===== config.mk =====
export PLATFORM = sky130hd
export DESIGN_NAME = dcrb_top
export DESIGN_NICKNAME = d
export VERILOG_FILES = /design/src/dcrb_pkg.sv /design/src/dcrb_wr_if.sv /design/src/dcrb_serial_port.sv /design/src/dcrb_atten_channel.sv /design/src/dcrb_top.sv
export VERILOG_INCLUDE_DIRS = /design/src
export SDC_FILE = /design/constraint.sdc
export NUM_CORES = 1
export LEC_CHECK = 0
export ABC_AREA = 0
export BUFFER_PORTS_ARGS = -buffer_cell sky130_fd_sc_hd__buf_4
export CORE_ASPECT_RATIO = 1.4
export CORE_MARGIN = 2
export CORE_UTILIZATION = 50
export CTS_CLUSTER_SIZE = 10
export DETAILED_ROUTE_END_ITERATION = 8
export PLACE_DENSITY = 0.76
export SYNTH_ARGS = -nofsm -noshare
export SYNTH_HDL_FRONTEND = slang
export SYNTH_HIERARCHICAL = 1
export SYNTH_SLANG_ARGS = --single-unit

===== constraint.sdc =====
create_clock -name core_clk -period 2.48 [get_ports core_clk]
set_input_delay 0.744 -clock core_clk [delete_from_list [all_inputs] [get_ports core_clk]]
set_output_delay 0.744 -clock core_clk [all_outputs]
set_load 0.02 [all_outputs]

===== src/dcrb_params.svh =====
// Register addresses, field positions and reset values of the converter control bank.
// Assumes inclusion by bare name from each design file that needs the register map.
`ifndef DCRB_PARAMS_SVH
`define DCRB_PARAMS_SVH
`define DCRB_ADDR_W      7
`define DCRB_DATA_W      9
`define DCRB_FRAME_W     16
`define DCRB_ADDR_IFACE  7'h03
`define DCRB_ADDR_L1     7'h04
`define DCRB_ADDR_R1     7'h05
`define DCRB_ADDR_L2     7'h06
`define DCRB_ADDR_R2     7'h07
`define DCRB_ADDR_MASTER 7'h08
`define DCRB_ADDR_EXT    7'h09
`define DCRB_IFACE_RESET 9'h000
`define DCRB_EXT_RESET   2'h0
`define DCRB_LEVEL_RESET 8'hff
`define DCRB_UPDATE_BIT  8
`define DCRB_FMT_LSB     0
`define DCRB_LRP_BIT     2
`define DCRB_BCP_BIT     3
`define DCRB_IWL_LSB     4
`define DCRB_REV_LSB     6
`define DCRB_SPLIT_BIT   0
`define DCRB_ZCD_BIT     1
`endif


===== src/dcrb_pkg.sv =====
// Types shared by the converter control bank modules.
// Assumes dcrb_params.svh is on the include path.
package dcrb_pkg;
  typedef enum logic [1:0]
  {
    DCRB_FMT_RIGHT_JUST = 2'h0,
    DCRB_FMT_LEFT_JUST  = 2'h1,
    DCRB_FMT_I2S        = 2'h2,
    DCRB_FMT_DSP        = 2'h3
  } dcrb_format_t;
  typedef enum logic [1:0]
  {
    DCRB_WL_16 = 2'h0,
    DCRB_WL_20 = 2'h1,
    DCRB_WL_24 = 2'h2,
    DCRB_WL_32 = 2'h3
  } dcrb_word_len_t;
endpackage : dcrb_pkg


===== src/dcrb_wr_if.sv =====
// Register write channel from the serial control receiver to the register bank.
// Assumes both ends run on core_clk; valid is a one-cycle pulse.
`timescale 1ns/1ps
`include "dcrb_params.svh"
interface dcrb_wr_if;
  logic                        valid;
  logic [`DCRB_ADDR_W-1:0]     addr;
  logic [`DCRB_DATA_W-1:0]     data;
  modport src (output valid, output addr, output data);
  modport dst (input valid, input addr, input data);
endinterface : dcrb_wr_if


===== src/dcrb_serial_port.sv =====
// Three-wire control receiver: 16-bit words, address first, taken on the latch rising edge.
// Assumes the pins are asynchronous to core_clk and each pin level lasts at least three core_clk cycles.
`timescale 1ns/1ps
`include "dcrb_params.svh"
module dcrb_serial_port
(
  input  wire logic core_clk,
  input  wire logic reset_n,
  input  wire logic ctl_latch_pin,
  input  wire logic ctl_clock_pin,
  input  wire logic ctl_data_pin,
  dcrb_wr_if.src    wr
);
  import dcrb_pkg::*;

  logic [2:0]                  sync1_r, sync2_r, prev_r;
  logic [`DCRB_FRAME_W-1:0]    shift_r, shift_nxt;
  logic                        valid_r, valid_nxt;
  logic [`DCRB_ADDR_W-1:0]     addr_r, addr_nxt;
  logic [`DCRB_DATA_W-1:0]     data_r, data_nxt;

  // Bit 2 is the latch, bit 1 the shift clock, bit 0 the data; only sync2_r and prev_r are read by logic.
  always_comb
  begin
    shift_nxt = shift_r;
    valid_nxt = 1'b0;
    addr_nxt  = addr_r;
    data_nxt  = data_r;
    if (sync2_r[1] && !prev_r[1])
    begin
      shift_nxt = {shift_r[`DCRB_FRAME_W-2:0], sync2_r[0]};
    end
    if (sync2_r[2] && !prev_r[2])
    begin
      valid_nxt = 1'b1;
      addr_nxt  = shift_r[`DCRB_FRAME_W-1:`DCRB_DATA_W];
      data_nxt  = shift_r[`DCRB_DATA_W-1:0];
    end
  end

  always_ff @(posedge core_clk)
  begin
    if (!reset_n)
    begin
      sync1_r <= 3'h0;
      sync2_r <= 3'h0;
      prev_r  <= 3'h0;
      shift_r <= 16'h0000;
      valid_r <= 1'b0;
      addr_r  <= 7'h00;
      data_r  <= 9'h000;
    end
    else
    begin
      sync1_r <= {ctl_latch_pin, ctl_clock_pin, ctl_data_pin};
      sync2_r <= sync1_r;
      prev_r  <= sync2_r;
      shift_r <= shift_nxt;
      valid_r <= valid_nxt;
      addr_r  <= addr_nxt;
      data_r  <= data_nxt;
    end
  end

  assign wr.valid = valid_r;
  assign wr.addr  = addr_r;
  assign wr.data  = data_r;
endmodule : dcrb_serial_port


===== src/dcrb_atten_channel.sv =====
// One channel of attenuation: intermediate latch, committed target and applied level.
// Assumes load and commit are one-cycle pulses; crossing marks a midrail crossing of this channel.
`timescale 1ns/1ps
module dcrb_atten_channel #(
  parameter int LEVEL_W = 8
)
(
  input  wire logic               core_clk,
  input  wire logic               reset_n,
  input  wire logic               load,
  input  wire logic [LEVEL_W-1:0] load_value,
  input  wire logic               commit,
  input  wire logic               crossing,
  input  wire logic               gate_bypass,
  output logic      [LEVEL_W-1:0] applied_level,
  output logic      [LEVEL_W-1:0] pending_level,
  output logic                    update_waiting
);
  logic [LEVEL_W-1:0] latch_r, latch_nxt, target_r, target_nxt, applied_r, applied_nxt;
  logic               wait_r, wait_nxt;

  always_comb
  begin
    latch_nxt   = load ? load_value : latch_r;
    target_nxt  = target_r;
    wait_nxt    = wait_r;
    applied_nxt = applied_r;
    if (commit)
    begin
      target_nxt = latch_nxt;
      wait_nxt   = 1'b1;
    end
    if (wait_nxt && (gate_bypass || crossing))
    begin
      applied_nxt = target_nxt;
      wait_nxt    = 1'b0;
    end
  end

  always_ff @(posedge core_clk)
  begin
    if (!reset_n)
    begin
      latch_r   <= {LEVEL_W{1'b1}};
      target_r  <= {LEVEL_W{1'b1}};
      applied_r <= {LEVEL_W{1'b1}};
      wait_r    <= 1'b0;
    end
    else
    begin
      latch_r   <= latch_nxt;
      target_r  <= target_nxt;
      applied_r <= applied_nxt;
      wait_r    <= wait_nxt;
    end
  end

  assign applied_level  = applied_r;
  assign pending_level  = latch_r;
  assign update_waiting = wait_r;
endmodule : dcrb_atten_channel


===== src/dcrb_top.sv =====
// Control register bank of a six-channel audio converter, written over a three-wire serial port.
// Assumes the data path on core_clk consumes the settings and reports midrail crossings as pulses.
`timescale 1ns/1ps
`include "dcrb_params.svh"

// Functional notes
// - Format code 00 right justified, 01 left justified, 10 I2S, 11 DSP.
// - Bit 2 inverts frame clock in justified/I2S, selects late phase in DSP.
// - Bit 3 selects normal or inverted bit clock edge for data and frame.
// - Bits 5:4 pick 16/20/24/32-bit words; host avoids 32-bit right justified.
// - Bits 6, 7, 8 invert output phase of pairs 0, 1, 2; reset zero.
// - Channel attenuation is eight bits in half-decibel steps, resetting to all ones.
// - Pair-1 and pair-2 left/right levels sit at addresses 4, 5, 6, 7.
// - Write with bit 8 clear loads only that channel's intermediate latch.
// - Write with bit 8 set loads value and applies every intermediate latch.
// - The update bit is a strobe and is never stored.
// - Master level at address 8 covers all channels and resets to all ones.
// - Master write copies into every latch; applies only when update bit set.
// - Extended bit 0 at address 9 enables split rate, front 192k, rear 96k.
// - Extended bit 1 clear gates volume changes to midrail crossings; set bypasses.
// - Interface control sits at address 3, format in bits 1:0, resets zero.
module dcrb_top #(
  parameter int LEVEL_W  = 8,
  parameter int CHANNELS = 4
)
(
  input  wire logic                      core_clk,
  input  wire logic                      reset_n,
  input  wire logic                      ctl_latch_pin,
  input  wire logic                      ctl_clock_pin,
  input  wire logic                      ctl_data_pin,
  input  wire logic [CHANNELS-1:0]       midrail_cross,
  output dcrb_pkg::dcrb_format_t         format_select,
  output logic                           frame_clock_polarity_phase,
  output logic                           frame_clock_invert,
  output logic                           dsp_late_phase,
  output logic                           bit_clock_polarity,
  output dcrb_pkg::dcrb_word_len_t       input_word_length,
  output logic      [5:0]                word_bits,
  output logic                           config_conflict,
  output logic      [2:0]                phase_invert,
  output logic                           split_rate_enable,
  output logic                           rear_half_rate,
  output logic                           zero_cross_disable,
  output logic      [LEVEL_W-1:0]        master_level,
  output logic      [LEVEL_W-1:0]        left_pair1_level,
  output logic      [LEVEL_W-1:0]        right_pair1_level,
  output logic      [LEVEL_W-1:0]        left_pair2_level,
  output logic      [LEVEL_W-1:0]        right_pair2_level,
  output logic      [LEVEL_W-1:0]        left_pair1_pending,
  output logic      [LEVEL_W-1:0]        right_pair1_pending,
  output logic      [LEVEL_W-1:0]        left_pair2_pending,
  output logic      [LEVEL_W-1:0]        right_pair2_pending,
  output logic      [CHANNELS-1:0]       update_waiting,
  output logic                           update_strobe
);
  import dcrb_pkg::*;

  // The register map and channel decode only serve eight-bit levels on four channels.
  if (LEVEL_W != 8)
  begin : g_check_level
    $error("dcrb_top: LEVEL_W must be 8");
  end
  if (CHANNELS != 4)
  begin : g_check_channels
    $error("dcrb_top: CHANNELS must be 4");
  end

  dcrb_wr_if wr ();

  dcrb_serial_port u_serial_port
  (
    .core_clk      (core_clk),
    .reset_n       (reset_n),
    .ctl_latch_pin (ctl_latch_pin),
    .ctl_clock_pin (ctl_clock_pin),
    .ctl_data_pin  (ctl_data_pin),
    .wr            (wr.src)
  );

  // Register state and the registered copies of derived settings.
  logic [`DCRB_DATA_W-1:0] iface_r, iface_nxt;
  logic [1:0]              ext_r, ext_nxt;
  logic [LEVEL_W-1:0]      master_r, master_nxt;
  logic                    strobe_r, strobe_nxt;
  logic                    frame_inv_r, frame_inv_nxt;
  logic                    dsp_late_r, dsp_late_nxt;
  logic [5:0]              bits_r, bits_nxt;
  logic                    conflict_r, conflict_nxt;

  // Write decode.
  logic                    hit_iface;
  logic                    hit_ext;
  logic                    hit_master;
  logic [CHANNELS-1:0]     hit_chan;
  logic                    hit_any_level;
  logic                    commit_all;
  logic [CHANNELS-1:0]     chan_load;
  logic [LEVEL_W-1:0]      wr_level;
  logic [LEVEL_W-1:0]      applied [CHANNELS];
  logic [LEVEL_W-1:0]      pending [CHANNELS];
  dcrb_format_t            fmt_nxt;
  dcrb_word_len_t          wl_nxt;

  always_comb
  begin
    hit_iface     = wr.valid && (wr.addr == `DCRB_ADDR_IFACE);
    hit_ext       = wr.valid && (wr.addr == `DCRB_ADDR_EXT);
    hit_master    = wr.valid && (wr.addr == `DCRB_ADDR_MASTER);
    hit_chan[0]   = wr.valid && (wr.addr == `DCRB_ADDR_L1);
    hit_chan[1]   = wr.valid && (wr.addr == `DCRB_ADDR_R1);
    hit_chan[2]   = wr.valid && (wr.addr == `DCRB_ADDR_L2);
    hit_chan[3]   = wr.valid && (wr.addr == `DCRB_ADDR_R2);
    hit_any_level = hit_master || (|hit_chan);
    wr_level      = wr.data[LEVEL_W-1:0];
    // The update bit only qualifies this write and never reaches a level register.
    commit_all    = hit_any_level && wr.data[`DCRB_UPDATE_BIT];
    // A master write fills every intermediate latch, a channel write only its own.
    chan_load     = hit_chan | {CHANNELS{hit_master}};
  end

  // Next values of the control registers and of the settings derived from them.
  always_comb
  begin
    iface_nxt  = iface_r;
    ext_nxt    = ext_r;
    master_nxt = master_r;
    if (hit_iface)
    begin
      iface_nxt = wr.data;
    end
    if (hit_ext)
    begin
      ext_nxt = wr.data[1:0];
    end
    if (hit_master)
    begin
      master_nxt = wr_level;
    end
    strobe_nxt = commit_all;
    fmt_nxt    = dcrb_format_t'(iface_nxt[`DCRB_FMT_LSB +: 2]);
    wl_nxt     = dcrb_word_len_t'(iface_nxt[`DCRB_IWL_LSB +: 2]);
    // One bit carries polarity in framed formats and phase in DSP framing.
    frame_inv_nxt = iface_nxt[`DCRB_LRP_BIT] && (fmt_nxt != DCRB_FMT_DSP);
    dsp_late_nxt  = iface_nxt[`DCRB_LRP_BIT] && (fmt_nxt == DCRB_FMT_DSP);
    unique case (wl_nxt)
      DCRB_WL_16: bits_nxt = 6'h10;
      DCRB_WL_20: bits_nxt = 6'h14;
      DCRB_WL_24: bits_nxt = 6'h18;
      DCRB_WL_32: bits_nxt = 6'h20;
    endcase
    // The device cannot place 32-bit words right justified; flag it for the data path.
    conflict_nxt = (wl_nxt == DCRB_WL_32) && (fmt_nxt == DCRB_FMT_RIGHT_JUST);
  end

  always_ff @(posedge core_clk)
  begin
    if (!reset_n)
    begin
      iface_r     <= `DCRB_IFACE_RESET;
      ext_r       <= `DCRB_EXT_RESET;
      master_r    <= `DCRB_LEVEL_RESET;
      strobe_r    <= 1'b0;
      frame_inv_r <= 1'b0;
      dsp_late_r  <= 1'b0;
      bits_r      <= 6'h10;
      conflict_r  <= 1'b0;
    end
    else
    begin
      iface_r     <= iface_nxt;
      ext_r       <= ext_nxt;
      master_r    <= master_nxt;
      strobe_r    <= strobe_nxt;
      frame_inv_r <= frame_inv_nxt;
      dsp_late_r  <= dsp_late_nxt;
      bits_r      <= bits_nxt;
      conflict_r  <= conflict_nxt;
    end
  end

  // Four identical channels; a commit moves every latch at once.
  for (genvar ch = 0; ch < CHANNELS; ch++)
  begin : g_chan
    dcrb_atten_channel #(
      .LEVEL_W (LEVEL_W)
    ) u_chan
    (
      .core_clk       (core_clk),
      .reset_n        (reset_n),
      .load           (chan_load[ch]),
      .load_value     (wr_level),
      .commit         (commit_all),
      .crossing       (midrail_cross[ch]),
      .gate_bypass    (ext_r[`DCRB_ZCD_BIT]),
      .applied_level  (applied[ch]),
      .pending_level  (pending[ch]),
      .update_waiting (update_waiting[ch])
    );
  end

  // Interface control fields.
  assign format_select              = dcrb_format_t'(iface_r[`DCRB_FMT_LSB +: 2]);
  assign frame_clock_polarity_phase = iface_r[`DCRB_LRP_BIT];
  assign frame_clock_invert         = frame_inv_r;
  assign dsp_late_phase             = dsp_late_r;
  assign bit_clock_polarity         = iface_r[`DCRB_BCP_BIT];
  assign input_word_length          = dcrb_word_len_t'(iface_r[`DCRB_IWL_LSB +: 2]);
  assign word_bits                  = bits_r;
  assign config_conflict            = conflict_r;
  assign phase_invert               = iface_r[`DCRB_REV_LSB +: 3];

  // Extended control fields.
  assign split_rate_enable  = ext_r[`DCRB_SPLIT_BIT];
  // The four rear channels run at half the front rate while split rate is on.
  assign rear_half_rate     = ext_r[`DCRB_SPLIT_BIT];
  assign zero_cross_disable = ext_r[`DCRB_ZCD_BIT];

  // Levels.
  assign master_level        = master_r;
  assign left_pair1_level    = applied[0];
  assign right_pair1_level   = applied[1];
  assign left_pair2_level    = applied[2];
  assign right_pair2_level   = applied[3];
  assign left_pair1_pending  = pending[0];
  assign right_pair1_pending = pending[1];
  assign left_pair2_pending  = pending[2];
  assign right_pair2_pending = pending[3];
  assign update_strobe       = strobe_r;
endmodule : dcrb_top


# == After elaboration in Yosys (flattened, before gate mapping) ==
# Cells that the tools add are included.
# classes
muxes,15
n_eq_ne,12
n_reduce_logical,31
n_bitwise,2
# ops
operator,n
$mux W8,8
$eq A7 B3 Y1 const B,4
$pmux W6 S4,1
$logic_and A1 B1 Y1,17
$eq A7 B4 Y1 const B,2
$reduce_or A2 Y1,4
$eq A7 B2 Y1 const B,1
$eq A2 B2 Y1 const B,3
$mux W6,1
$logic_or A1 B1 Y1,5
$mux W1,5
$logic_not A2 Y1,2
$or A4 B4 Y4,1
$reduce_or A4 Y1,1
$eq A2 B1 Y1 const B,1
$logic_not A1 Y1,2
$ne A2 B2 Y1 const B,1
$not A1 Y1,1
# word_totals
out_inout_bits,98
wordCells,92
input_bits,9
register_bits,171

# == Longest topological paths before layout ==
# logic_depth
ltp_word,8
depth_mapped,8
mapped_depth_nobuf,6

# == Cells and area by module ==
# Netlist, hierarchy kept.
# modules_own_cells
module,seq_area_each_um2,instances,area_per_inst_um2,cells_each
dcrb_atten_channel,500.5,4,915.9,90
dcrb_serial_port,820.8,1,1427.6,125
dcrb_top,540.5,1,1268.7,130

# == Worst setup path before layout ==
# No wires, ideal clock.
# synth_timing
kind,reg-to-reg
startpoint,"reg u_serial_port.addr_r[6], in the netlist u_serial_port/wr.addr[6]"
endpoint,reg g_chan[0].u_chan.applied_r[7]
t_required_ns,2.401
setup_time_ns,0.079
path_slack_ns,0.301
period_less_slack_ns,2.179
arrival_time_ns,2.100
path_stages_with_launch,9
path_buffers,2
cell_sequence,dfxtp_1 -> nor4b_4 -> nand3_1 -> a21boi_0 -> buf_6 -> buf_4 -> nor2_1 -> a21o_1 -> o211ai_1
# synth_between
elab_chain_cells,7
word_cells_on_any_way,18
classes_between,eq/ne (5); mux (3); bitwise (1); reduce/logical (9)
# synth_rtl
element,line_no,source
from (decl),dcrb_serial_port.sv:19,"logic [`DCRB_ADDR_W-1:0] addr_r, addr_nxt;"
from (signal assigned),dcrb_serial_port.sv:60,addr_r <= addr_nxt;
$eq A7 B3 Y1 (no line),n/a,
$logic_and A1 B1 Y1 (on tied branches),n/a,
$reduce_or A4 Y1,dcrb_top.sv:114,hit_any_level = hit_master || (|hit_chan);
$logic_or A1 B1 Y1 *,dcrb_top.sv:114,
$logic_and A1 B1 Y1 *,dcrb_top.sv:117,commit_all = hit_any_level && wr.data[`DCRB_UPDATE_BIT];
via commit_all,dcrb_top.sv:97,logic commit_all;
$mux W1,dcrb_atten_channel.sv:28,if (commit)
$logic_and A1 B1 Y1,dcrb_atten_channel.sv:33,if (wait_nxt && (gate_bypass || crossing))
to (signal assigned),dcrb_atten_channel.sv:46,applied_r <= {LEVEL_W{1'b1}};
to (signal assigned),dcrb_atten_channel.sv:53,applied_r <= applied_nxt;
to (decl),dcrb_atten_channel.sv:19,"logic [LEVEL_W-1:0] latch_r, latch_nxt, target_r, target_nxt, applied_r, applied_nxt;"
# Mark *: on every way through the listed nets, which the timed path passes. The rest lies on a longest branch.
# A chain may end at the register's enable or synchronous reset.

# == Final worst setup path ==
# layout_timing
startpoint,"reg u_serial_port.addr_r[6], in the netlist u_serial_port/wr.addr[6]"
endpoint,reg g_chan[1].u_chan.applied_r[0]
# layout_between
elab_chain_cells,7
word_cells_on_any_way,18
classes_between,eq/ne (5); mux (3); bitwise (1); reduce/logical (9)
# layout_rtl
element,line_no
$eq A7 B3 Y1 (no line),n/a
$logic_and A1 B1 Y1 (on tied branches),n/a
$reduce_or A4 Y1,dcrb_top.sv:114
$logic_or A1 B1 Y1 *,dcrb_top.sv:114
$logic_and A1 B1 Y1 *,dcrb_top.sv:117
via commit_all,dcrb_top.sv:97
$mux W1,dcrb_atten_channel.sv:28
$logic_and A1 B1 Y1,dcrb_atten_channel.sv:33
to (signal assigned),dcrb_atten_channel.sv:46
to (signal assigned),dcrb_atten_channel.sv:53
to (decl),dcrb_atten_channel.sv:19
# Marks and branches as above.

==> results.sh <==
export IMPL_wl_met1_mm=5.759
export IMPL_dr_max_layer_used="met4"
export IMPL_cts_root_buf="clkbuf_16"
export IMPL_setup_viol=0
export IMPL_clk_pin_slew_ns=0.06
export IMPL_maxCapViolCount=0
export IMPL_grt_max_degree=63
export IMPL_ys_seq_elements=168
export IMPL_n_antenna_cell=0
export IMPL_synthCells=615
export IMPL_startpoint="u_serial_port/wr.addr[6]"
export IMPL_grt_pass1_wl_mm=21.25
export IMPL_r2r_end="g_chan[1].u_chan/applied_level[0]"
export IMPL_post_drt_via_cell_ratio=5.169
export IMPL_tightestPinTransition_ns=0.5961
export IMPL_fp_dieArea_mm2=0.01365
export IMPL_critPathRequiredTime_ns=2.76
export IMPL_powerDensity_mw_per_mm2=692.2
export IMPL_power_leakage_nw=3.548
export IMPL_r2r_start="u_serial_port/wr.addr[6]"
export IMPL_fmax_mhz=449.7
export IMPL_cp_max_fo=36
export IMPL_rsz0062_at_grt="false"
export IMPL_crit_family="simple AND/OR/NAND/NOR gates"
export IMPL_yosys_warnings=6
export IMPL_fin_ws_ns=0.2563
export IMPL_hold_start="u_serial_port/sync1_r[0]"
export IMPL_outcome="finished clean"
export IMPL_power_frac_comb=0.019
export IMPL_design_area_mm2=0.007684
export IMPL_vias=4487
export IMPL_tritoncts="built"
export IMPL_row_count=48
export IMPL_clockPowerShare=0.473
export IMPL_wl_per_cell_um=15.43
export IMPL_place_worst_setup_slack_ns=0.2212
export IMPL_die_x_um=99.32
export IMPL_wl_met2_mm=6.878
export IMPL_seqPwrFrac=0.509
export IMPL_hold_depth=1
export IMPL_fin_skew_ns=0.01080
export IMPL_first_pass_iters=4
export IMPL_end_kind="flop"
export IMPL_path_cells="nor4b_4, nand3_1, a21boi_4, buf_4, o22ai_4, nand2_1, o211ai_2"
export IMPL_ys_types=36
export IMPL_totalWireLength_mm=13.40
export IMPL_maxSlewHeadroom=0.6018
export IMPL_cts_sinks=168
export IMPL_drive_above_1_share=0.2340
export IMPL_io_pins=107
export IMPL_ant_nets=0
export IMPL_fin_crit_ns=2.224
export IMPL_htreeDepth=4
export IMPL_fin_nets=715
export IMPL_cp_slowest_cell="nor4b_4"
export IMPL_hold_viol=0
export IMPL_mostFrequentLayoutCells="168 x dfxtp_1, 151 x nand2_1, 113 x buf_4, 85 x mux2i_1, 36 x nor2_1"
export IMPL_ff2ff_path_depth=7
export IMPL_cp_num_buf_inv=1
export IMPL_start_util=0.5141
export IMPL_avgSynthCellArea_um2=10.34
export IMPL_die_h_um=137.4
export IMPL_drt_initial_drc_count=172
export IMPL_peakVddDrop_uv=504.8
export IMPL_drc=0
export IMPL_final_common_cell="dfxtp_1"
export IMPL_overflow=0
export IMPL_worstSetupPathType="flop to flop"
export IMPL_hold_path_endpoint="u_serial_port/sync2_r[0]"
export IMPL_swShare=0.2067
export IMPL_r2r_slack_ns=0.26
export IMPL_core_area_mm2=0.01237
export IMPL_grt_usage=0.1994
export IMPL_max_stage_delay_ns=0.41
export IMPL_hpwl_mm=9.112
export IMPL_numPortBuffers=104
export IMPL_finalCritPeriodShare=0.8967
export IMPL_postPlaceCellArea_mm2=0.007113
export IMPL_crit_cells=7
export IMPL_fillers=1024
export IMPL_post_cts_resized=0
export IMPL_p_int_mw=4.219
export IMPL_cts_buffers=17
export IMPL_grt_pass1_vias=4349
export IMPL_wl_met3_um=632
export IMPL_antenna_found_initial=0
export IMPL_synthToLayoutAreaGrowth_pct=20.81
export IMPL_slew_violations=0
export IMPL_setup_tns_final_ns=0
export IMPL_p_sw_mw=1.099
export IMPL_fin_util=0.6211
export IMPL_clk_path_buf_depth=2
export IMPL_holdWs_ns=0.4365
export IMPL_hold_class="flop to flop"
export IMPL_gp_congestion=0.8157
export IMPL_ys_seq_area_frac=0.5288
export IMPL_start_kind="flop"
export IMPL_syn_area_mm2=0.006360
export IMPL_insertion_delay_ns=0.42
export IMPL_worstPathArrival_ns=2.51
cells in the mapped netlist:
cell type	number	share of area
a21boi_0	2	0.0024
a21o_1	32	0.038
a21oi_1	3	0.0024
and2_1	8	0.0079
and2b_2	1	0.0014
and3_2	1	0.0012
and3b_1	1	0.0014
buf_12	1	0.0031
buf_2	12	0.0094
buf_4	7	0.0083
buf_6	15	0.027
buf_8	1	0.0024
clkbuf_1	9	0.0053
conb_1	1	0.00059
dfxtp_1	168	0.53
mux2_2	1	0.0018
mux2_4	4	0.0094
mux2i_1	85	0.13
nand2_1	151	0.089
nand2b_1	2	0.0020
nand2b_4	1	0.0022
nand3_1	3	0.0024
nand3b_1	1	0.0012
nand4_1	2	0.0020
nand4b_1	1	0.0014
nor2_1	36	0.021
nor2b_1	17	0.017
nor2b_4	1	0.0022
nor3_1	2	0.0016
nor4b_4	2	0.0075
o211a_1	4	0.0063
o211ai_1	24	0.028
o211ai_2	8	0.016
o21ai_0	3	0.0024
o22ai_4	4	0.013
or4b_1	1	0.0016
worst max path at each step:
stage / endpoint / slack (ns)
after floorplan: g_chan[0].u_chan/applied_level[7] / 0.30
final: g_chan[1].u_chan/applied_level[0] / 0.26
after global routing: g_chan[2].u_chan/applied_level[6] / 0.01
after detailed placement: g_chan[2].u_chan/applied_level[1] / 0.22
after CTS: g_chan[2].u_chan/applied_level[1] / 0.19
after global placement: g_chan[0].u_chan/applied_level[4] / 0.32
metrics by stage:
step | std cells | total power, mW
floorplan | 616 | 2.848
global placement | 836 | 2.864
detailed placement | 836 | 2.867
CTS | 867 | 5.367
global route | 868 | 5.495
finish | 868 | 5.319
per-layer routing:
layer	vias to the layer above	track usage
met5	-	0
met4	0	0.06773
met3	9	0.05581
met2	95	0.3483
met1	2131	0.2351
li1	2252	-
cell type report:
class                   instances  area [µm²]  share of cell area
flip-flops and latches        168        3363              0.4377
clock buffers                  20       436.7             0.05683
multi-input cells             403        2661              0.3464
clock inverters                11       126.4             0.01645
repair buffers                116       908.4              0.1182
well taps                     150       187.7             0.02443
logic make-up after synthesis:
| family | count (synthesis) | share of synthesized area |
|---|---|---|
| buffers and inverters | 45 | 0.05508 |
| DFF | 168 | 0.5288 |
| AOI/OAI and AO/OA | 80 | 0.1078 |
| and+or+nand+nor | 231 | 0.1627 |
| other | 1 | 0.0005896 |
| muxes | 90 | 0.1450 |
registers in the layout, summed over array words and instances (netlist names), 2 cells and up:
register / count
u_serial_port/sync2_r: 3
ext_r: 2
g_chan.u_chan/applied_level: 32
g_chan.u_chan/pending_level: 32
word_bits: 4
u_serial_port/sync1_r: 3
master_level: 8
g_chan.u_chan/update_waiting: 4
u_serial_port/wr.addr: 7
u_serial_port/shift_r: 16
u_serial_port/wr.data: 9
iface_r: 9
u_serial_port/prev_r: 2
g_chan.u_chan/target_r: 32
timing repair:
action	in CTS	in global routing
hold buffers	0	0
endpoints found under the setup margin	0	2
buffers inserted	0	1
power by group through the flow:
stage | combinational, mW | sequential [mW] | clock, mW
final | 0.0988 | 2.71 | 2.51
after floorplan | 0.0823 | 2.77 | 0
after CTS | 0.0996 | 2.71 | 2.56
after global routing | 0.107 | 2.71 | 2.68
after detailed placement | 0.0998 | 2.77 | 0
after global placement | 0.0976 | 2.77 | 0
worst register-to-register path, delay by kind of cell, from the launching register on:
family,cells,cell delay (ns)
and+or+nand+nor,3,0.81
AOI/OAI and AO/OA,3,0.57
buffers and inverters,1,0.38
DFF,1,0.34
(Power assumes the default switching activity.)
